==> config.mk <==
export PLATFORM = sky130hd
export DESIGN_NAME = lfrdy_top
export DESIGN_NICKNAME = d
export VERILOG_FILES = /design/src/rtl/lfrdy_ripple.v /design/src/rtl/lfrdy_top.v
export VERILOG_INCLUDE_DIRS = /design/src /design/src/rtl
export SDC_FILE = /design/constraint.sdc
export NUM_CORES = 1
export LEC_CHECK = 0
export BUFFER_PORTS_ARGS = -buffer_cell sky130_fd_sc_hd__buf_2
export CAP_MARGIN = 20
export CORE_UTILIZATION = 50
export DETAILED_ROUTE_END_ITERATION = 10
export GPL_TIMING_DRIVEN = 0
export PLACE_DENSITY = 0.71
export SLEW_MARGIN = 5
export SYNTH_ARGS = -nofsm -noshare
export SYNTH_HDL_FRONTEND = slang
export SYNTH_SLANG_ARGS = --single-unit
==> constraint.sdc <==
create_clock -name clk -period 2.77 [get_ports clk]
set_input_delay 0.554 -clock clk [delete_from_list [all_inputs] [get_ports clk]]
set_output_delay 0.554 -clock clk [all_outputs]
set_load 0.05 [all_outputs]
==> src/rtl/lfrdy_defs.vh <==
// register map, field positions, reset values and timing counts of the oscillator ready block
`ifndef LFRDY_DEFS_VH
`define LFRDY_DEFS_VH
`define LFRDY_ADDR_W 5
`define LFRDY_OFS_CONTROL 5'h00
`define LFRDY_OFS_STATUS 5'h04
`define LFRDY_OFS_IFLAGS 5'h08
`define LFRDY_OFS_IMASK 5'h0C
`define LFRDY_OFS_ASYNC 5'h10
`define LFRDY_OFS_PENDING 5'h14
`define LFRDY_OFS_LEVALUE 5'h18
`define LFRDY_IDX_NONE 3'h7
`define LFRDY_CTRL_RESET 32'h00000000
`define LFRDY_CTRL_MODE_LSB 0
`define LFRDY_CTRL_OSCEN_BIT 2
`define LFRDY_CTRL_TOUT_LSB 3
`define LFRDY_CTRL_LECORE_BIT 8
`define LFRDY_CTRL_LEPER_BIT 9
`define LFRDY_CTRL_PRESC_LSB 10
`define LFRDY_CTRL_MASK 32'h00000F1F
`define LFRDY_MODE_XTAL 2'h0
`define LFRDY_MODE_SINE 2'h1
`define LFRDY_MODE_DIGEXT 2'h2
`define LFRDY_IF_READY_BIT 0
`define LFRDY_IF_SYNC_BIT 1
`define LFRDY_IF_W 2
`define LFRDY_TOUT_W 15
`define LFRDY_TOUT_0 15'h0008
`define LFRDY_TOUT_1 15'h0100
`define LFRDY_TOUT_2 15'h0400
`define LFRDY_TOUT_3 15'h4000
`define LFRDY_RESP_OKAY 2'h0
`define LFRDY_RESP_SLVERR 2'h2
`endif

==> src/rtl/lfrdy_ripple.v <==
// ripple prescaler that forwards the low-frequency clock to the low energy domain as an enable
`timescale 1ns/100ps
module lfrdy_ripple (
  input wire clk,
  input wire reset,
  input wire tick_in,
  input wire [1:0] prescale,
  output reg le_tick
);
  reg [2:0] count; // ripple stages, divides by 2^prescale
  wire [2:0] count_inc;
  wire [2:0] wrap_mask;
  assign count_inc = count + 3'h1;
  assign wrap_mask = (3'h1 << prescale) - 3'h1;

  // one enable pulse per 2^prescale incoming low-frequency edges
  always @(posedge clk) begin
    if (reset) begin
      count <= 3'h0;
      le_tick <= 1'b0;
    end else begin
      le_tick <= 1'b0;
      if (tick_in) begin
        if ((count & wrap_mask) == wrap_mask) begin
          count <= 3'h0;
          le_tick <= 1'b1;
        end else begin
          count <= count_inc;
        end
      end
    end
  end
endmodule // lfrdy_ripple

==> src/rtl/lfrdy_top.v <==
// low-frequency oscillator ready flag, forwarding to the low energy domain, axi4-lite registers
//
// The placing of the registers and the AXI4-Lite interface to the registers were decided locally.
`timescale 1ns/100ps
`include "lfrdy_defs.vh"
module lfrdy_top (
  input wire clk,
  input wire reset,
  input wire lf_clk_in,
  input wire s_axi_awvalid,
  output wire s_axi_awready,
  input wire [31:0] s_axi_awaddr,
  input wire [2:0] s_axi_awprot,
  input wire s_axi_wvalid,
  output wire s_axi_wready,
  input wire [31:0] s_axi_wdata,
  input wire [3:0] s_axi_wstrb,
  output reg s_axi_bvalid,
  input wire s_axi_bready,
  output reg [1:0] s_axi_bresp,
  input wire s_axi_arvalid,
  output wire s_axi_arready,
  input wire [31:0] s_axi_araddr,
  input wire [2:0] s_axi_arprot,
  output reg s_axi_rvalid,
  input wire s_axi_rready,
  output reg [31:0] s_axi_rdata,
  output reg [1:0] s_axi_rresp,
  output wire le_tick,
  output reg lf_osc_ready_flag,
  output wire irq
);
  // register index decode, shared by the write and read paths
  function [2:0] lfrdy_decode;
    input [31:0] addr;
    begin
      if (addr[31:`LFRDY_ADDR_W] != 27'h0 || addr[1:0] != 2'h0) begin
        lfrdy_decode = `LFRDY_IDX_NONE;
      end else begin
        case (addr[`LFRDY_ADDR_W-1:0])
          `LFRDY_OFS_CONTROL: lfrdy_decode = 3'h0;
          `LFRDY_OFS_STATUS: lfrdy_decode = 3'h1;
          `LFRDY_OFS_IFLAGS: lfrdy_decode = 3'h2;
          `LFRDY_OFS_IMASK: lfrdy_decode = 3'h3;
          `LFRDY_OFS_ASYNC: lfrdy_decode = 3'h4;
          `LFRDY_OFS_PENDING: lfrdy_decode = 3'h5;
          `LFRDY_OFS_LEVALUE: lfrdy_decode = 3'h6;
          default: lfrdy_decode = `LFRDY_IDX_NONE;
        endcase
      end
    end
  endfunction

  // software visible state
  reg [31:0] clock_unit_control; // mode, enable, timeout, le clocks, prescale
  reg [`LFRDY_IF_W-1:0] clock_unit_interrupt_flags; // sticky events
  reg [`LFRDY_IF_W-1:0] irq_mask; // same layout as the flags
  reg [31:0] async_shadow; // write side of the asynchronous register
  reg [31:0] le_value; // copy held in the low energy domain
  reg cross_domain_write_pending; // write not yet carried across

  // oscillator startup state
  reg lf_clk_q; // previous sample of the low-frequency pin
  reg [`LFRDY_TOUT_W-1:0] startup_count; // elapsed low-frequency cycles
  reg startup_done; // timeout reached, regardless of mode

  // write channel capture
  reg aw_got;
  reg w_got;
  reg [31:0] aw_addr_q;
  reg [31:0] w_data_q;
  reg [3:0] w_strb_q;

  wire [1:0] lf_osc_source_mode = clock_unit_control[`LFRDY_CTRL_MODE_LSB+1:`LFRDY_CTRL_MODE_LSB];
  wire osc_en = clock_unit_control[`LFRDY_CTRL_OSCEN_BIT];
  wire [1:0] tout_sel = clock_unit_control[`LFRDY_CTRL_TOUT_LSB+1:`LFRDY_CTRL_TOUT_LSB];
  wire le_core_en = clock_unit_control[`LFRDY_CTRL_LECORE_BIT];
  wire le_per_en = clock_unit_control[`LFRDY_CTRL_LEPER_BIT];
  wire [1:0] le_presc = clock_unit_control[`LFRDY_CTRL_PRESC_LSB+1:`LFRDY_CTRL_PRESC_LSB];
  wire digital_external_clock_mode = (lf_osc_source_mode == `LFRDY_MODE_DIGEXT);

  // pin is synchronous to clk, so a plain edge detect gives one pulse per lf cycle
  wire lf_tick = lf_clk_in & ~lf_clk_q & osc_en;

  reg [`LFRDY_TOUT_W-1:0] tout_cycles;
  // programmed startup length in low-frequency cycles
  always @* begin
    case (tout_sel)
      2'h0: tout_cycles = `LFRDY_TOUT_0;
      2'h1: tout_cycles = `LFRDY_TOUT_1;
      2'h2: tout_cycles = `LFRDY_TOUT_2;
      default: tout_cycles = `LFRDY_TOUT_3;
    endcase
  end

  // the forwarded clock does not wait for the ready flag
  lfrdy_ripple u_ripple (
    .clk(clk),
    .reset(reset),
    .tick_in(lf_tick),
    .prescale(le_presc),
    .le_tick(le_tick)
  );

  // a transfer lands only when both low energy clock gates are open
  wire le_xfer = le_tick & le_core_en & le_per_en;

  assign s_axi_awready = ~aw_got & ~s_axi_bvalid;
  assign s_axi_wready = ~w_got & ~s_axi_bvalid;
  assign s_axi_arready = ~s_axi_rvalid;
  wire do_write = aw_got & w_got & ~s_axi_bvalid;
  wire [2:0] wr_idx = lfrdy_decode(aw_addr_q);
  wire [2:0] rd_idx = lfrdy_decode(s_axi_araddr);
  wire wr_ctrl = do_write & (wr_idx == 3'h0);
  wire wr_if = do_write & (wr_idx == 3'h2) & w_strb_q[0];
  wire wr_mask = do_write & (wr_idx == 3'h3) & w_strb_q[0];
  wire wr_async = do_write & (wr_idx == 3'h4);

  wire [31:0] strb_mask = {{8{w_strb_q[3]}}, {8{w_strb_q[2]}}, {8{w_strb_q[1]}},
                           {8{w_strb_q[0]}}};

  // startup counter: counts lf cycles from enable, restarted when the oscillator enable is cleared
  always @(posedge clk) begin
    if (reset) begin
      lf_clk_q <= 1'b0;
      startup_count <= {`LFRDY_TOUT_W{1'b0}};
      startup_done <= 1'b0;
    end else begin
      lf_clk_q <= lf_clk_in;
      if (!osc_en) begin
        startup_count <= {`LFRDY_TOUT_W{1'b0}};
        startup_done <= 1'b0;
      end else if (lf_tick && !startup_done) begin
        if (startup_count == tout_cycles - 15'h0001) begin
          startup_done <= 1'b1;
        end else begin
          startup_count <= startup_count + 15'h0001;
        end
      end
    end
  end

  // the ready flag is never raised in digital external mode
  wire ready_now = startup_done & ~digital_external_clock_mode;
  wire ready_rise = ready_now & ~lf_osc_ready_flag;

  // events set sticky flags; a set in the same cycle as a write-one clear wins
  // a crossing that a fresh write restarts is not reported as carried across
  wire [`LFRDY_IF_W-1:0] if_set = {le_xfer & cross_domain_write_pending & ~wr_async,
                                   ready_rise};
  wire [`LFRDY_IF_W-1:0] if_clr = wr_if ? w_data_q[`LFRDY_IF_W-1:0] : {`LFRDY_IF_W{1'b0}};
  wire [`LFRDY_IF_W-1:0] next_if = (clock_unit_interrupt_flags & ~if_clr) | if_set;

  // control, status, flags and the crossing of the asynchronous register
  always @(posedge clk) begin
    if (reset) begin
      clock_unit_control <= `LFRDY_CTRL_RESET;
      clock_unit_interrupt_flags <= {`LFRDY_IF_W{1'b0}};
      irq_mask <= {`LFRDY_IF_W{1'b0}};
      lf_osc_ready_flag <= 1'b0;
      async_shadow <= 32'h00000000;
      le_value <= 32'h00000000;
      cross_domain_write_pending <= 1'b0;
    end else begin
      lf_osc_ready_flag <= ready_now;
      clock_unit_interrupt_flags <= next_if;
      if (wr_ctrl) begin
        clock_unit_control <= ((clock_unit_control & ~strb_mask) | (w_data_q & strb_mask))
                              & `LFRDY_CTRL_MASK;
      end
      if (wr_mask) begin
        irq_mask <= w_data_q[`LFRDY_IF_W-1:0];
      end
      if (wr_async) begin
        // a fresh write restarts the crossing even if a tick lands now
        async_shadow <= (async_shadow & ~strb_mask) | (w_data_q & strb_mask);
        cross_domain_write_pending <= 1'b1;
      end else if (le_xfer && cross_domain_write_pending) begin
        le_value <= async_shadow;
        cross_domain_write_pending <= 1'b0;
      end
    end
  end

  assign irq = |(clock_unit_interrupt_flags & irq_mask);

  // write channel: address and data taken in either order, response after both
  always @(posedge clk) begin
    if (reset) begin
      aw_got <= 1'b0;
      w_got <= 1'b0;
      aw_addr_q <= 32'h00000000;
      w_data_q <= 32'h00000000;
      w_strb_q <= 4'h0;
      s_axi_bvalid <= 1'b0;
      s_axi_bresp <= `LFRDY_RESP_OKAY;
    end else begin
      if (s_axi_awvalid && s_axi_awready) begin
        aw_got <= 1'b1;
        aw_addr_q <= s_axi_awaddr;
      end
      if (s_axi_wvalid && s_axi_wready) begin
        w_got <= 1'b1;
        w_data_q <= s_axi_wdata;
        w_strb_q <= s_axi_wstrb;
      end
      if (do_write) begin
        aw_got <= 1'b0;
        w_got <= 1'b0;
        s_axi_bvalid <= 1'b1;
        // status, pending and copied value are read only; writes there are refused
        if (wr_idx == 3'h0 || wr_idx == 3'h2 || wr_idx == 3'h3 || wr_idx == 3'h4) begin
          s_axi_bresp <= `LFRDY_RESP_OKAY;
        end else begin
          s_axi_bresp <= `LFRDY_RESP_SLVERR;
        end
      end else if (s_axi_bvalid && s_axi_bready) begin
        s_axi_bvalid <= 1'b0;
      end
    end
  end

  // read channel: data registered, answered the edge after the address is taken
  always @(posedge clk) begin
    if (reset) begin
      s_axi_rvalid <= 1'b0;
      s_axi_rdata <= 32'h00000000;
      s_axi_rresp <= `LFRDY_RESP_OKAY;
    end else if (s_axi_arvalid && s_axi_arready) begin
      s_axi_rvalid <= 1'b1;
      s_axi_rresp <= `LFRDY_RESP_OKAY;
      case (rd_idx)
        3'h0: s_axi_rdata <= clock_unit_control;
        3'h1: s_axi_rdata <= {29'h0, startup_done, osc_en, lf_osc_ready_flag};
        3'h2: s_axi_rdata <= {30'h0, clock_unit_interrupt_flags};
        3'h3: s_axi_rdata <= {30'h0, irq_mask};
        3'h4: s_axi_rdata <= async_shadow;
        3'h5: s_axi_rdata <= {31'h0, cross_domain_write_pending};
        3'h6: s_axi_rdata <= le_value;
        default: begin
          s_axi_rdata <= 32'h00000000;
          s_axi_rresp <= `LFRDY_RESP_SLVERR;
        end
      endcase
    end else if (s_axi_rvalid && s_axi_rready) begin
      s_axi_rvalid <= 1'b0;
    end
  end
endmodule // lfrdy_top

==> results of run 1 <==
==> worst paths after layout <==
check                                             startpoint                              to  slack, ps  cells past startpoint
worst max-delay path                               flip-flop  startup_count[13]$_SDFFE_PP0P_        170                      9
worst min-delay path                            s_axi_rready       s_axi_rvalid$_SDFFE_PP0P_        240                      2
worst min register to register  s_axi_rdata[18]$_SDFFE_PP0P_    s_axi_rdata[18]$_SDFFE_PP0P_        450                      2
worst max register to register                     flip-flop  startup_count[13]$_SDFFE_PP0P_        170                      9
==> cell families (layout without fill, tap and decap cells) <==
kind of cell,after synthesis,in the layout,synth area share
other,1,2,0.0004482
DFF,206,206,0.4929
muxes,71,71,0.08524
AOI/OAI and AO/OA,203,203,0.1335
and+or+nand+nor,453,453,0.2411
xor gates and xnor gates,4,4,0.004188
buffers and inverters,77,260,0.03813
adders and majority gates,3,3,0.004487
==> cell usage after synthesis (4+ instances only) <==
cell and count:
o21ai_1 4, nand2b_1 7, mux2i_1 69, nor2b_1 4
a21oi_1 126, or3_1 5, buf_1 9, clkbuf_1 45
a22oi_1 8, nand3_1 46, o21ai_0 37, inv_1 9
nand4_1 16, buf_2 9, nor3_1 4, nor2_1 30
nand2_1 294, and2_1 4, dfxtp_1 206, or4_1 14
o31ai_1 10, nor4_1 11, and3_1 4
==> stage by stage <==
| stage | cells | total power [mW] | utilization | cell area (sq um) | worst slack [ps] |
|---|---|---|---|---|---|
| after floorplan | 1019 | 3.439 | - | 8371 | 482.3 |
| after global placement | 1383 | 3.627 | 0.5821 | 9382 | 248.5 |
| after detailed placement | 1383 | 3.633 | 0.5821 | 9382 | 222.8 |
| after CTS | 1418 | 6.269 | 0.6216 | 10020 | 173.3 |
| after global routing | 1418 | 6.465 | 0.6216 | 10020 | 4.076 |
| final | 1418 | 6.246 | 0.6216 | 10020 | 169.2 |
==> area by class of cell <==
type                       instances  share of cell area
sequential                       206              0.4117
multi-input combinational        736              0.3921
timing repair buffer             148             0.07394
clock buffer                      28             0.05708
buffer                            67             0.02810
tap                              216             0.02698
clock inverter                     7            0.006370
inverter                          10            0.003747
==> placed cells by master, fill, tap and decap left out, types with 5 or more instances in the layout <==
cell type and instances:
nand2_1 294, dfxtp_1 206, buf_2 157, a21oi_1 126, mux2i_1 69, clkbuf_1 50
nand3_1 46, o21ai_0 37, nor2_1 30, clkbuf_16 21, nand4_1 16, or4_1 14
nor4_1 11, o31ai_1 10, inv_1 9, buf_1 9, a22oi_1 8, nand2b_1 7
or3_1 5, clkinv_2 5
==> where the power goes <==
part	total (mW)	switching (mW)	internal, mW
sequential	3.09	0.0473	3.04
clock	2.68	1.14	1.54
combinational	0.482	0.318	0.163
total	6.25	1.50	4.74
==> routing by layer <==
metal,vias up,share of wire
met4,0,0.017
met2,279,0.45
met1,3501,0.46
li1,3848,-
met5,-,0
met3,30,0.074
==> summary.txt, run 1 <==
status: finished clean
M1 GR Usage: 0.3528
fraction of layout cells with a size suffix above 1: 0.1656
post-detail-place hpwl: 15850 microns
final hold slack: 244.7 ps
Netlist cell types: 53
Final setup viols: 0
first-pass GRT wire length: 35820 microns
synthesized area: 8367 sq um
port bufs: 148
Layout fillers: 1511
Worst EP arrival: 3030 ps
flops & latches, synth: 206
maximum vdd drop: 0.0004092 V
final slew viol count: 0
area leader, netlist: dfxtp_1
Sequential cell area: 4124 sq um
worst path bufs/invs: 2
crit path time final: 2601 ps
element type at the critical path end: flip-flop
YS warnings: 0
Final ANT Viol Nets: 0
PwrDens: 623.5 nW/um^2
RSZ-0062 raised after global routing: no
Inserted Diodes: 0
CP Launch Type: flip-flop
Max-Cap Viols: 0
Root Driver: clkbuf_16
pin count of the biggest net entering global routing: 14
CTS tree: built
Global Route met3 Usage: 0.03781
1st-pass router iterations: 5
top cells by area, synth: dfxtp_1, nand2_1, mux2i_1, a21oi_1, nand3_1
initial antenna violation count: 0
Total GRT Usage: 0.2545
hold_buf cts: 0
gpl congestion: 0.8386
CP Cell Sequence: or2_2 -> ha_1 -> xnor2_1 -> or4_1 -> a211oi_2 -> buf_4 -> buf_6 -> o31ai_1 -> a21oi_1
die width: 131.4 microns
critical path's top delay family: simple AND/OR/NAND/NOR gates
vias in the first global route: 7059
Slew @ Worst Pin: 859.7 ps
total core area: 16120 sq um
Final nets: 1307
Relative slew margins: 0.4268
post-CTS setup buffer count: 0
period utilization: 0.9389
Post-Syn Instances: 1018
Multi-input gate area: 3928 sq um
DRC Markers: 0
IO Pins: 158
Slowest Stage Delay on Critical Path: 480 ps
Max Freq: 0.3845 GHz
slowest stage cell, crit path: or4_1
layer with the highest usage: met2
register area share after synthesis: 0.4929
H-tree levels: 1
starting utilization of the core area: 0.5192
die area: 17260 sq um
drt wl/cell: 15.49 microns
post-synthesis async set-or-reset flop share: 0
skew final: 13.15 ps
row count: 46
M2 GR Usage: 0.4143
CTS clk-pin slew, worst paths: 60 ps
clk buf depth: 3
initial DRC count: 569
Die Y: 131.4 microns
prevailing post-synth register cell: dfxtp_1
routed vias/inst: 5.401
final hold viol count: 0
Worst Hold Class: input pin to flip-flop
clk sinks: 206
Crit Path Category: flip-flop to flip-flop
Post-synth EDFFs: 0
Mapped Avg Cell Area: 8.219 sq um
worst-path maximum fanout: 10
Data required, critical path: 3190 ps
worst skew pair latency: 500 ps
Num CTS Buffers: 21
vias after detailed routing: 7658
Leak: 3.829 nW
GRT overflow: 0
Post-Route Setup TNS: 0 ps
Layout area overhead: 19.72%
post-synth top area share: 0.4929
CTS resizes: 0
DRT Wirelength: 21970 microns
(Power assumes the default switching activity.)
==> run 2, diff against run 1 <==
Settings changed: GPL_TIMING_DRIVEN 0 to 1, SETUP_SLACK_MARGIN set to 0.5.
==> run 2 against run 1 <==
- die area unchanged
- first-iteration DRC count shrank 5.1%
- cell count fell by 2.3%
- largest cell class unchanged
- highest routed layer unchanged
==> summary.txt, run 2 (synthesized netlist as in run 1, its figures left out) <==
Data required, critical path: 3150 ps
1st-pass router iterations: 5
period utilization: 0.8155
Die Y: 131.4 microns
fraction of layout cells with a size suffix above 1: 0.1967
DRC Markers: 0
element type at the critical path end: flip-flop
Final nets: 1271
Leak: 3.915 nW
min-delay src: s_axi_rready
IO Pins: 158
pin count of the biggest net entering global routing: 69
Inserted Diodes: 0
Post-Route Setup TNS: 0 ps
worst-path maximum fanout: 10
Final ANT Viol Nets: 0
Worst EP arrival: 2640 ps
die width: 131.4 microns
Root Driver: clkbuf_16
Final setup viols: 0
Slew @ Worst Pin: 693.0 ps
clk sinks: 206
slowest stage cell, crit path: or4_4
commonest cells after routing, fill and taps aside: nand2_1, dfxtp_1, buf_2, a21oi_1, mux2i_1
RSZ-0062 raised after global routing: yes
drt wl/cell: 14.51 microns
final slew viol count: 0
CTS tree: built
Num CTS Buffers: 22
vias in the first global route: 6866
first-pass GRT wire length: 33320 microns
die area: 17260 sq um
FF-to-FF path depth: 9
clk buf depth: 3
post-detail-place hpwl: 13300 microns
commonest non-fill, non-tap cell in the layout: nand2_1
row count: 46
Max-Cap Viols: 0
hold_buf cts: 0
Worst R2R End: startup_count[13]$_SDFFE_PP0P_
gpl congestion: 0.7685
reg-to-reg slack, setup: 510 ps
vias after detailed routing: 7424
skew final: 10.86 ps
CP Launch Type: flip-flop
Total GRT Usage: 0.2308
starting utilization of the core area: 0.5192
GRT overflow: 0
initial antenna violation count: 0
Max Freq: 0.4427 GHz
H-tree levels: 1
DRT Wirelength: 20090 microns
PwrDens: 648.9 nW/um^2
final hold viol count: 0
initial DRC count: 540
Crit Path Category: flip-flop to flip-flop
Relative slew margins: 0.5380
Layout area overhead: 21.41%
status: finished clean
Worst path most repeated cell: buf_6
worst skew pair latency: 500 ps
port bufs: 149
Hold Crit Endpoint: s_axi_rvalid$_SDFFE_PP0P_
crit path time final: 2259 ps
CP Cell Sequence: or2_4 -> ha_4 -> xnor2_1 -> or4_4 -> a211oi_4 -> buf_6 -> buf_6 -> or4_1 -> a21oi_1
maximum vdd drop: 0.0004832 V
final hold slack: 241.9 ps
Slowest Stage Delay on Critical Path: 520 ps
CTS clk-pin slew, worst paths: 60 ps
cell count of the worst hold path: 2
post-layout util: 0.6304
routed vias/inst: 5.360
total core area: 16120 sq um
Worst Hold Class: input pin to flip-flop
==> run 2: final cells by class <==
cell class	instances	area, sq um
clock buffer	31	645.6
clock inverter	8	117.6
fill	1478	5957
inverter	10	37.54
multi-input combinational	736	3975
sequential	206	4131
tap	216	270.3
timing repair buffer	178	980.9
==> run 2: worst max path at each step <==
stage	endpoint	slack [ps]
6_report	startup_count[13]$_SDFFE_PP0P_	510
3_3_place_gp	startup_count[8]$_SDFFE_PP0P_	390
4_1_cts	startup_count[9]$_SDFFE_PP0P_	490
3_5_place_dp	startup_count[9]$_SDFFE_PP0P_	320
5_1_grt	startup_count[6]$_SDFFE_PP0P_	440
2_1_floorplan	startup_count[7]$_SDFFE_PP0P_	560
==> run 2: worst max-delay path, delay by kind of cell (launching register included) <==
family                   cells  cell delay [ps]
AND/OR/NAND/NOR              3              890
flip-flops                   1              350
AO/OA/AOI/OAI                2              280
buffers and inverters        2              280
adder cells (fa/ha/maj)      1              210
XOR/XNOR                     1              110
==> run 2: timing repair <==
action / in CTS / in global routing
setup endpoints to repair: 14 / 66
gates resized for setup: 2 / 13
pin swaps: 1 / 5
gates cloned: 0 / 2
setup buffers: 1 / 4
==> run 2: power by group <==
group | total (mW) | internal (mW) | switching, mW | leakage, nW
clock network | 3.05 | 1.90 | 1.15 | 0.375
registers | 3.09 | 3.04 | 0.0499 | 1.67
logic | 0.457 | 0.159 | 0.298 | 1.87
total | 6.59 | 5.10 | 1.49 | 3.92
==> run 2: metal layers <==
layer / part of all wire / track usage / vias up
met4: 0.015 / 0.05943 / 0
met2: 0.44 / 0.3650 / 212
met5: 0 / 0 / -
met3: 0.055 / 0.03935 / 28
met1: 0.49 / 0.3253 / 3406
li1: - / - / 3778
==> run 2: stage by stage <==
step                      power, mW  std cells  setup slack [ps]  cell area, sq um
after floorplan               3.440       1019             555.3              8388
after global placement        3.599       1339             388.9              9299
after detailed placement      3.606       1339             317.9              9299
after CTS                     6.659       1379             494.6             10080
after global routing          6.847       1385             436.2             10160
final                         6.592       1385             510.9             10160
